[src/verilog/ued_defs.vh]
// Constants for the endpoint descriptor control block
`ifndef UED_DEFS_VH
`define UED_DEFS_VH
// ================================================================
// Register offsets
`define UED_REG_CTRL     4'h0
`define UED_REG_BASE     4'h4
`define UED_REG_STAT     4'h8
`define UED_REG_IRQ_STAT 4'hC
// Offsets from 0x10 up need a fifth address bit
`define UED_REG_IRQ_MASK 5'h10
`define UED_REG_LAST_PID 5'h14
// ================================================================
// Descriptor flag byte positions
`define UED_F_OWN    7
`define UED_F_TOGGLE 6
`define UED_F_KEEP   5
`define UED_F_NO_INC 4
`define UED_F_DTS    3
`define UED_F_STALL  2
// ================================================================
// Token PID codes
`define UED_PID_OUT   4'h1
`define UED_PID_IN    4'h9
`define UED_PID_SETUP 4'hD
// ================================================================
// Interrupt bits and reset values
`define UED_IRQ_DONE   0
`define UED_IRQ_SKIP   1
`define UED_BASE_RESET 23'h000000
`endif

[src/verilog/ued_addr_gen.v]
// Descriptor address and DMA address generator
`timescale 1ns/1ps
`include "ued_defs.vh"
module ued_addr_gen (
	// Clock and reset
	input  wire        SYS_CLK,
	input  wire        RST,
	// Descriptor address inputs
	input  wire [22:0] table_base,
	input  wire [3:0]  endpoint,
	input  wire        tx,
	input  wire        odd,
	output wire [31:0] desc_addr,
	// DMA address stepping
	input  wire        load,
	input  wire [31:0] start_addr,
	input  wire        step,
	input  wire        no_increment,
	output reg  [31:0] dma_addr
);
	// ================================================================
	// Descriptor entry address, 8-byte entries on a 512-byte table
	assign desc_addr = {table_base, endpoint, tx, odd, 3'h0};
	// ================================================================
	// DMA pointer
	always @(posedge SYS_CLK) begin
		if (RST) begin
			dma_addr <= 32'h00000000;
		end else if (load) begin
			dma_addr <= start_addr;
		end else if (step && !no_increment) begin
			dma_addr <= dma_addr + 32'h00000001;
		end
	end
endmodule

[src/verilog/ued_writeback.v]
// Flag byte write-back on token completion
`timescale 1ns/1ps
`include "ued_defs.vh"
module ued_writeback (
	// Descriptor flags as read and completed token
	input  wire [7:0] flags_in,
	input  wire [3:0] token_pid,
	// Flag byte to write back and whether processor is told
	output reg  [7:0] flags_out,
	output wire       notify
);
	wire keep;
	assign keep = flags_in[`UED_F_KEEP];
	assign notify = !keep;
	always @* begin
		flags_out = flags_in;
		if (!keep) begin
			// Toggle bit passes through untouched
			flags_out[`UED_F_OWN]   = 1'b0;
			flags_out[`UED_F_KEEP]  = token_pid[3];
			flags_out[`UED_F_DTS]   = token_pid[1];
			flags_out[`UED_F_STALL] = token_pid[0];
			if (!flags_in[`UED_F_NO_INC]) begin
				flags_out[`UED_F_NO_INC] = token_pid[2];
			end
		end
		// Keep set leaves the byte unchanged and owned
	end
endmodule

[src/verilog/ued_engine.v]
// Endpoint descriptor control engine with AXI4-Lite registers
`timescale 1ns/1ps
`include "ued_defs.vh"
module ued_engine (
	// Clock and reset
	input  wire        SYS_CLK,
	input  wire        RST,
	// AXI4-Lite write address
	input  wire [7:0]  S_AXI_AWADDR,
	input  wire        S_AXI_AWVALID,
	output wire        S_AXI_AWREADY,
	// AXI4-Lite write data
	input  wire [31:0] S_AXI_WDATA,
	input  wire [3:0]  S_AXI_WSTRB,
	input  wire        S_AXI_WVALID,
	output wire        S_AXI_WREADY,
	// AXI4-Lite write response
	output reg  [1:0]  S_AXI_BRESP,
	output reg         S_AXI_BVALID,
	input  wire        S_AXI_BREADY,
	// AXI4-Lite read address
	input  wire [7:0]  S_AXI_ARADDR,
	input  wire        S_AXI_ARVALID,
	output wire        S_AXI_ARREADY,
	// AXI4-Lite read data
	output reg  [31:0] S_AXI_RDATA,
	output reg  [1:0]  S_AXI_RRESP,
	output reg         S_AXI_RVALID,
	input  wire        S_AXI_RREADY,
	// Token from the serial engine
	input  wire        TOKEN_VALID,
	input  wire [3:0]  TOKEN_PID,
	input  wire [3:0]  TOKEN_ENDP,
	input  wire        TOKEN_ODD,
	output wire        TOKEN_READY,
	// Data phase
	input  wire        DATA_STEP,
	input  wire        DATA_LAST,
	output wire        DATA_ACTIVE,
	output wire        DATA_TOGGLE,
	output reg         TOKEN_STALL,
	output wire [31:0] DMA_ADDR,
	// Descriptor memory port
	output reg         MEM_REQ,
	output reg         MEM_WE,
	output reg  [31:0] MEM_ADDR,
	output reg  [7:0]  MEM_WDATA,
	input  wire        MEM_ACK,
	input  wire [31:0] MEM_RDATA,
	// Interrupt
	output wire        IRQ
);
	// ================================================================
	// States
	localparam S_IDLE  = 3'd0;
	localparam S_FLAGS = 3'd1;
	localparam S_ADDR  = 3'd2;
	localparam S_DATA  = 3'd3;
	localparam S_WB    = 3'd4;

	reg  [2:0]  state;
	reg  [3:0]  pid;
	reg  [3:0]  endp;
	reg         odd;
	reg         tx;
	reg  [7:0]  flags;
	wire        load;
	reg         enable;
	reg  [22:0] table_base;
	reg  [1:0]  irq_stat;
	reg  [1:0]  irq_mask;
	reg  [3:0]  last_pid;
	reg  [3:0]  last_endp;
	reg         last_tx;
	reg         last_odd;
	reg  [7:0]  done_count;
	wire [31:0] desc_addr;
	wire [7:0]  flags_out;
	wire        notify;
	reg  [1:0]  irq_set;

	// ================================================================
	// Helpers
	function is_reg;
		input [7:0] a;
		input [7:0] off;
		begin
			is_reg = (a[7:2] == off[7:2]);
		end
	endfunction

	// ================================================================
	// Submodules
	ued_addr_gen u_addr (
		.SYS_CLK      (SYS_CLK),
		.RST          (RST),
		.table_base   (table_base),
		.endpoint     (endp),
		.tx           (tx),
		.odd          (odd),
		.desc_addr    (desc_addr),
		.load         (load),
		.start_addr   (MEM_RDATA),
		.step         (DATA_STEP && state == S_DATA),
		.no_increment (flags[`UED_F_NO_INC]),
		.dma_addr     (DMA_ADDR)
	);

	ued_writeback u_wb (
		.flags_in  (flags),
		.token_pid (pid),
		.flags_out (flags_out),
		.notify    (notify)
	);

	// ================================================================
	// Token engine
	assign TOKEN_READY = (state == S_IDLE) && enable;
	assign DATA_ACTIVE = (state == S_DATA);
	assign DATA_TOGGLE = flags[`UED_F_TOGGLE];
	// Start address stands only in the ack cycle, so load it then
	assign load        = (state == S_ADDR) && MEM_REQ && MEM_ACK;

	always @(posedge SYS_CLK) begin
		if (RST) begin
			state       <= S_IDLE;
			pid         <= 4'h0;
			endp        <= 4'h0;
			odd         <= 1'b0;
			tx          <= 1'b0;
			flags       <= 8'h00;
			MEM_REQ     <= 1'b0;
			MEM_WE      <= 1'b0;
			MEM_ADDR    <= 32'h00000000;
			MEM_WDATA   <= 8'h00;
			TOKEN_STALL <= 1'b0;
			irq_set     <= 2'h0;
			last_pid    <= 4'h0;
			last_endp   <= 4'h0;
			last_tx     <= 1'b0;
			last_odd    <= 1'b0;
			done_count  <= 8'h00;
		end else begin
			irq_set     <= 2'h0;
			TOKEN_STALL <= 1'b0;
			case (state)
			S_IDLE: begin
				if (TOKEN_VALID && enable) begin
					pid     <= TOKEN_PID;
					endp    <= TOKEN_ENDP;
					odd     <= TOKEN_ODD;
					tx      <= (TOKEN_PID == `UED_PID_IN);
					state   <= S_FLAGS;
				end
			end
			S_FLAGS: begin
				// Flag byte sits at byte 4 of the entry
				MEM_REQ  <= 1'b1;
				MEM_WE   <= 1'b0;
				MEM_ADDR <= desc_addr + 32'h00000004;
				if (MEM_REQ && MEM_ACK) begin
					MEM_REQ <= 1'b0;
					if (!MEM_RDATA[`UED_F_OWN]) begin
						// Processor owns it: nothing else is looked at
						state   <= S_IDLE;
						irq_set <= 2'h2;
					end else if (MEM_RDATA[`UED_F_STALL]) begin
						TOKEN_STALL <= 1'b1;
						state       <= S_IDLE;
					end else begin
						flags <= MEM_RDATA[7:0];
						state <= S_ADDR;
					end
				end
			end
			S_ADDR: begin
				MEM_REQ  <= 1'b1;
				MEM_WE   <= 1'b0;
				MEM_ADDR <= desc_addr;
				if (MEM_REQ && MEM_ACK) begin
					MEM_REQ <= 1'b0;
					state   <= S_DATA;
				end
			end
			S_DATA: begin
				if (DATA_LAST) begin
					state <= S_WB;
				end
			end
			S_WB: begin
				MEM_REQ   <= 1'b1;
				MEM_WE    <= 1'b1;
				MEM_ADDR  <= desc_addr + 32'h00000004;
				MEM_WDATA <= flags_out;
				if (MEM_REQ && MEM_ACK) begin
					MEM_REQ <= 1'b0;
					MEM_WE  <= 1'b0;
					state   <= S_IDLE;
					if (notify) begin
						last_pid   <= pid;
						last_endp  <= endp;
						last_tx    <= tx;
						last_odd   <= odd;
						done_count <= done_count + 8'h01;
						irq_set    <= 2'h1;
					end
				end
			end
			default: begin
				state <= S_IDLE;
			end
			endcase
		end
	end

	// ================================================================
	// AXI4-Lite slave; the engine never arbitrates against the
	// processor for descriptor memory, so nothing is locked out
	reg        aw_held;
	reg        w_held;
	reg [7:0]  aw_addr;
	reg [31:0] w_data;
	reg [3:0]  w_strb;
	wire       do_write;
	wire [31:0] st_mask;
	wire [31:0] st;
	genvar      g;

	assign S_AXI_AWREADY = !aw_held && !S_AXI_BVALID;
	assign S_AXI_WREADY  = !w_held && !S_AXI_BVALID;
	assign S_AXI_ARREADY = !S_AXI_RVALID;
	assign do_write      = aw_held && w_held && !S_AXI_BVALID;
	generate
		for (g = 0; g < 4; g = g + 1) begin : g_strb
			assign st_mask[8*g+7:8*g] = {8{w_strb[g]}};
		end
	endgenerate
	assign st = w_data & st_mask;
	assign IRQ = |(irq_stat & irq_mask);

	always @(posedge SYS_CLK) begin
		if (RST) begin
			aw_held      <= 1'b0;
			w_held       <= 1'b0;
			aw_addr      <= 8'h00;
			w_data       <= 32'h00000000;
			w_strb       <= 4'h0;
			S_AXI_BVALID <= 1'b0;
			S_AXI_BRESP  <= 2'h0;
			enable       <= 1'b0;
			table_base   <= `UED_BASE_RESET;
			irq_stat     <= 2'h0;
			irq_mask     <= 2'h0;
		end else begin
			if (S_AXI_AWVALID && S_AXI_AWREADY) begin
				aw_held <= 1'b1;
				aw_addr <= S_AXI_AWADDR;
			end
			if (S_AXI_WVALID && S_AXI_WREADY) begin
				w_held <= 1'b1;
				w_data <= S_AXI_WDATA;
				w_strb <= S_AXI_WSTRB;
			end
			if (S_AXI_BVALID && S_AXI_BREADY) begin
				S_AXI_BVALID <= 1'b0;
			end
			// Set wins over a write-one clear in the same cycle
			irq_stat <= irq_stat | irq_set;
			if (do_write) begin
				aw_held      <= 1'b0;
				w_held       <= 1'b0;
				S_AXI_BVALID <= 1'b1;
				S_AXI_BRESP  <= 2'h0;
				if (is_reg(aw_addr, {4'h0, `UED_REG_CTRL})) begin
					if (w_strb[0]) enable <= w_data[0];
				end else if (is_reg(aw_addr, {4'h0, `UED_REG_BASE})) begin
					table_base <= (table_base & ~st_mask[31:9]) | st[31:9];
				end else if (is_reg(aw_addr, {4'h0, `UED_REG_IRQ_STAT})) begin
					irq_stat <= (irq_stat & ~st[1:0]) | irq_set;
				end else if (is_reg(aw_addr, {3'h0, `UED_REG_IRQ_MASK})) begin
					if (w_strb[0]) irq_mask <= w_data[1:0];
				end else if (!is_reg(aw_addr, {4'h0, `UED_REG_STAT}) &&
					!is_reg(aw_addr, {3'h0, `UED_REG_LAST_PID})) begin
					S_AXI_BRESP <= 2'h2;
				end
			end
		end
	end

	always @(posedge SYS_CLK) begin
		if (RST) begin
			S_AXI_RVALID <= 1'b0;
			S_AXI_RDATA  <= 32'h00000000;
			S_AXI_RRESP  <= 2'h0;
		end else begin
			if (S_AXI_RVALID && S_AXI_RREADY) begin
				S_AXI_RVALID <= 1'b0;
			end
			if (S_AXI_ARVALID && S_AXI_ARREADY) begin
				S_AXI_RVALID <= 1'b1;
				S_AXI_RRESP  <= 2'h0;
				S_AXI_RDATA  <= 32'h00000000;
				if (is_reg(S_AXI_ARADDR, {4'h0, `UED_REG_CTRL}))
					S_AXI_RDATA <= {31'h0, enable};
				else if (is_reg(S_AXI_ARADDR, {4'h0, `UED_REG_BASE}))
					S_AXI_RDATA <= {table_base, 9'h000};
				else if (is_reg(S_AXI_ARADDR, {4'h0, `UED_REG_STAT}))
					S_AXI_RDATA <= {16'h0, done_count, last_endp,
						last_tx, last_odd, 1'b0, state == S_IDLE};
				else if (is_reg(S_AXI_ARADDR, {4'h0, `UED_REG_IRQ_STAT}))
					S_AXI_RDATA <= {30'h0, irq_stat};
				else if (is_reg(S_AXI_ARADDR, {3'h0, `UED_REG_IRQ_MASK}))
					S_AXI_RDATA <= {30'h0, irq_mask};
				else if (is_reg(S_AXI_ARADDR, {3'h0, `UED_REG_LAST_PID}))
					S_AXI_RDATA <= {28'h0, last_pid};
				else
					S_AXI_RRESP <= 2'h2;
			end
		end
	end
endmodule

[config.mk]
export PLATFORM = sky130hd
export DESIGN_NAME = ued_engine
export DESIGN_NICKNAME = d
export VERILOG_FILES = /design/src/verilog/ued_addr_gen.v /design/src/verilog/ued_writeback.v /design/src/verilog/ued_engine.v
export VERILOG_INCLUDE_DIRS = /design/src /design/src/verilog
export SDC_FILE = /design/constraint.sdc
export NUM_CORES = 1
export LEC_CHECK = 0
export ABC_CLOCK_PERIOD_IN_PS = 2500
export BUFFER_PORTS_ARGS = -buffer_cell sky130_fd_sc_hd__buf_2
export CELL_PAD_IN_SITES_DETAIL_PLACEMENT = 0
export CELL_PAD_IN_SITES_GLOBAL_PLACEMENT = 1
export CORE_UTILIZATION = 38
export DETAILED_ROUTE_END_ITERATION = 6
export PLACE_DENSITY = 0.79
export SYNTH_ARGS = -nofsm -noshare
export SYNTH_HDL_FRONTEND = slang
export SYNTH_SLANG_ARGS = --single-unit
[constraint.sdc]
create_clock -name SYS_CLK -period 2.5 [get_ports SYS_CLK]
set_clock_uncertainty 0.15 [all_clocks]
set_input_delay 0.375 -clock SYS_CLK [delete_from_list [all_inputs] [get_ports SYS_CLK]]
set_output_delay 0.375 -clock SYS_CLK [all_outputs]
set_load 0.005 [all_outputs]
Word level (Yosys, flattened, before mapping)
Cells that the tools add are included.
{ "word_totals": {"reg_bits": 227, "in_bits": 104, "out_inout_bits": 120} }
{ "op_classes": {"n_addsub": 3, "n_eq_ne": 20, "mux": 47, "n_bitwise": 17, "n_reduce_logical": 45} }
{ "ops": {"columns": ["cell", "n"], "rows": [
  ["32-bit 2-to-1 mux", 4],
  ["32-bit one-hot mux with 2 select lines", 1],
  ["2-bit 2-to-1 mux", 19],
  ["32-bit by 1-bit adder with 32-bit output, second input constant", 1],
  ["32-bit by 3-bit adder with 32-bit output, second input constant", 1],
  ["32-bit bitwise AND", 1],
  ["6-bit by 2-bit == test with 1-bit output, second input constant", 4],
  ["6-bit by 3-bit == test with 1-bit output, second input constant", 4],
  ["23-bit bitwise AND", 1],
  ["23-bit inverter", 1],
  ["23-bit OR", 1],
  ["1-bit logical AND", 17],
  ["16-bit 2-to-1 mux", 1],
  ["4-bit 2-to-1 mux", 4],
  ["3-bit 2-to-1 mux", 5],
  ["3-bit one-hot mux with 5 select lines", 1],
  ["6-bit by 1-bit == test with 1-bit output, second input constant", 2],
  ["6-bit zero test", 2],
  ["1-bit 2-to-1 mux", 10],
  ["2-bit nonzero test", 5],
  ["3-bit AND reduction", 3],
  ["8-bit by 1-bit adder with 8-bit output, second input constant", 1],
  ["2-bit != test, second input constant", 4],
  ["1-bit inverter", 8],
  ["other kinds (19)", 31]
]} }

Logic depth before layout (Yosys ltp)
{ "logic_depth": {"depth_word": 8, "depth_mapped": 7, "ltp_nobuf": 6} }

Hierarchy
Synthesis repeated with hierarchy kept, for this count alone.
{ "unflattened": {"hier_cells": 1150, "hier_area_um2": 9673.0} }
{ "by_module_without_submodules": {"columns": ["module", "instances", "cells_per_inst", "area_per_inst_um2", "seq_area_each_um2"], "rows": [
  ["ued_engine", 1, 850, 7350.8, 3683.5],
  ["ued_addr_gen", 1, 291, 2252.2, 640.6],
  ["ued_writeback", 1, 9, 70.1, 0.0]
]} }

Worst setup path after synthesis
OpenSTA, ideal clock, no wires.
{ "synth_timing": {"path_type": "register -> register", "start": "register u_addr.dma_addr[0]", "end": "register u_addr.dma_addr[24]", "arrival_time_ps": 1944, "t_required_ps": 2259, "path_slack_ps": 315, "path_stages_with_launch": 7, "synth_period_minus_slack_ps": 2185, "cell_sequence": "dfxtp_1 -> ha_1 -> nand3_1 -> nor3_4 -> nand3_4 -> or4_1 -> a311oi_1"} }
{ "synth_between": {"elab_chain_cells": 3} }
{ "synth_lines": {"columns": ["element", "line_no", "source"], "rows": [
  ["start: declaration", "ued_addr_gen.v:19", "output reg [31:0] dma_addr"],
  ["start signal: assignment", "ued_addr_gen.v:30", "dma_addr <= start_addr;"],
  ["start signal: assignment", "ued_addr_gen.v:32", "dma_addr <= dma_addr + 32'h00000001;"],
  ["32-bit by 1-bit adder with 32-bit output", "ued_addr_gen.v:32", null],
  ["32-bit 2-to-1 mux", "ued_addr_gen.v:31", "end else if (step && !no_increment) begin"],
  ["32-bit 2-to-1 mux", "ued_addr_gen.v:29", "end else if (load) begin"]
]} }
Every way passes these cells. The select of a mux whose other input is x is not followed.
A chain may end at the register's enable or synchronous reset.

Final worst setup path
{ "layout_timing": {"start": "register state[1]", "end": "output port TOKEN_READY"} }
{ "layout_between": {"elab_chain_cells": 2} }
{ "layout_lines": {"columns": ["element", "line_no", "source"], "rows": [
  ["start: declaration", "ued_engine.v:61", "reg [2:0] state;"],
  ["start signal: assignment", "ued_engine.v:126", "state <= S_IDLE;"],
  ["start signal: assignment", "ued_engine.v:153", "state <= S_FLAGS;"],
  ["start signal: assignment", "ued_engine.v:165", "state <= S_IDLE;"],
  ["3-bit zero test", "ued_engine.v:118", "assign TOKEN_READY = (state == S_IDLE) && enable;"],
  ["1-bit logical AND", "ued_engine.v:118", null],
  ["end: declaration", "ued_engine.v:35", "output wire TOKEN_READY,"]
]} }
Every way passes these cells.

==> metrics.csv <==
stage;metric;value;unit
outcome;outcome;finished clean;
timing;worst_pin_slew;632;ps
floorplanning;initial_utilization;39.3;%
critical_path;max_stage_delay;470;ps
placement;placed_cell_area;10100;um^2
clock_network;cts_setup_buffers;0;
synthesis;ys_types;59;
clock_network;root_buffer;clkbuf_16;
detailed_routing;dr.pass1.iters;5;
layout;drive_above_1_share;21.8;%
detailed_routing;vias;8316;
synthesis;async_reset_ff_share;0;%
critical_path;crit_path_cell_trace;buf_4, nor4b_1, buf_2;
layout;mostFrequentLayoutCell;nand2_1;
flow_run;cap_violations;0;
global_route;grt_pass1_wl;40300;um
layout;area_growth;32.5;%
clock_network;cts_tree;yes;
timing;period_minus_slack;2300;ps
detailed_routing;drt_iter0_markers;610;
power;p_per_area;645;nW/um^2
timing;max_freq;436;MHz
clock_network;clock_latency;500;ps
synthesis;synth.avg_cell_area;8.14;um^2
power;power_leakage;4.63;nW
layout;fin_util;52.1;%
floorplanning;rows;54;
critical_path;worst_path_max_delay_cell;nor4b_1;
critical_path;critPathMaxFanout;14;
timing;min_period_over_period;91.8;%
timing;hold_viol_final;0;
clock_network;h-tree-depth;1;
floorplanning;die-height;153;um
placement;place.gp.congestion;0.862;
layout;layout.cells.most_common_list;250 x nand2_1, 214 x dfxtp_1, 207 x buf_2;
detailed_routing;routedWlPerCell;15.3;um
global_route;grt_usage;20.8;%
clock_network;path_clk_slew;60;ps
critical_path;cp.required;1980;ps
floorplanning;pin_count;224;
power;ir_worst_vdd;0.400;mV
synthesis;synth_seq_cells;214;
synthesis;seq_area_frac_synth;49.4;%
clock_network;cts_buffers;24;
timing;rsz0062_at_grt;false;
critical_path;crit_arrival;1770;ps
layout;fin_area;11500;um^2
min_path;hold_path.class;in -> reg;
synthesis;synth_cells;1066;
detailed_routing;drt_wl_total;24900;um
global_route;grt_remaining_overflow;0;
detailed_routing;via_per_inst;5.12;
synthesis;yosysWarnings;0;
timing;maxSlewViolCount;0;
critical_path;start_kind;flip-flop;
critical_path;endpoint_kind;primary output;
floorplanning;die_x;153;um
clock_network;clkSinkCount;214;
detailed_routing;ant_nets;0;
synthesis;synth_edf_count;0;
timing;tns;0;ps
critical_path;critPathKind;reg -> out;
floorplanning;core;22100;um^2
global_route;grt_pass1_vias;7666;
timing;setup_violations;0;
layout;diodes;0;
synthesis;syn_area;8680;um^2
timing;slew_headroom;57.6;%
global_route;antenna_found_initial;1;
placement;io_buffer_count;208;
global_route;grt_start_max_net_pins;97;
floorplanning;die_area;23400;um^2
placement;dp_hpwl;16900;um
timing;holdWs;21.6;ps
clock_network;clockBufferDepth;3;
synthesis;ys.flop_type;dfxtp_1;
detailed_routing;drc_errors;0;
layout;nets;1435;
## worst paths after layout
check / startpoint / end / slack, ps / cells after the start
worst max-delay path: state[1] / TOKEN_READY / 200 / 3
worst min-delay path: MEM_RDATA[30] / u_addr.dma_addr[30] / 20 / 3
worst max register to register: u_addr.dma_addr[13] / u_addr.dma_addr[24] / 220 / 5
worst min register to register: irq_set[0] / irq_stat[0] / 290 / 2
## cells by family (layout without fill, tap and decap cells)
logic type      Yosys count  in the layout  share of synthesized area [%]
simple gates            491            491                           25.7
compound gates          225            225                           15.4
flops                   214            214                           49.4
buf+inv                  87            363                           4.02
mux                      31             31                           3.62
xor+xnor                 15             15                           1.51
fa+ha+maj                 2              2                          0.288
other cells               1              4                         0.0432
## cells in the mapped netlist (8+ instances only)
cell type | n | share of area [%]
a211oi_1 | 13 | 1.1
a21oi_1 | 143 | 8.2
a221oi_1 | 10 | 1.0
a311oi_1 | 8 | 0.81
a31oi_1 | 8 | 0.58
and2_1 | 9 | 0.65
clkbuf_1 | 60 | 2.6
dfxtp_1 | 214 | 49
inv_1 | 11 | 0.48
mux2i_1 | 28 | 3.2
nand2_1 | 250 | 11
nand3_1 | 44 | 2.5
nand4_1 | 14 | 1.0
nor2_1 | 91 | 3.9
nor3_1 | 27 | 1.6
o21ai_0 | 13 | 0.75
xor2_1 | 9 | 0.91
## final cells by class
cell class / instances / area [um^2]
Tap cell: 280 / 350
Clock inverter: 4 / 31.3
Multi-Input combinational cell: 768 / 4070
Sequential cell: 214 / 4280
Clock buffer: 38 / 713
Fill cell: 2150 / 10600
Inverter: 11 / 41.3
Timing Repair Buffer: 310 / 2010
## worst max-delay path: cells and delay by family, from the launching register on
kind / cells / cell delay (ps)
buffers and inverters: 2 / 430
flip-flops: 1 / 360
AND/OR/NAND/NOR: 1 / 470
## where the power goes
part	switching, mW	total (mW)	leakage [nW]	internal, mW
Sequential	0.0469	3.52	1.73	3.47
Clock	1.36	3.31	0.367	1.95
Combinational	0.333	0.591	2.53	0.258
Total	1.74	7.42	4.63	5.68
## stage by stage
step / total power, mW / std cells / setup WS, ps
finish: 7.42 / 1625 / 204
global route: 7.72 / 1625 / 110
CTS: 7.52 / 1625 / 155
detailed placement: 4.11 / 1518 / 269
global placement: 4.11 / 1518 / 309
floorplan: 3.87 / 1069 / 315
## metal layers
layer,vias to the layer above,GRT usage [%],wire [um]
met5,-,0,13
met4,2,4.04,347
met3,26,3.35,1490
met2,274,35.0,11700
met1,3814,28.3,11300
li1,4200,-,-
## timing repair
item,4_1_cts,5_1_grt
endpoints found under the hold margin,65,0
hold buffers,65,0
resized for setup,0,0
Power figures use the tool's default switching activity.
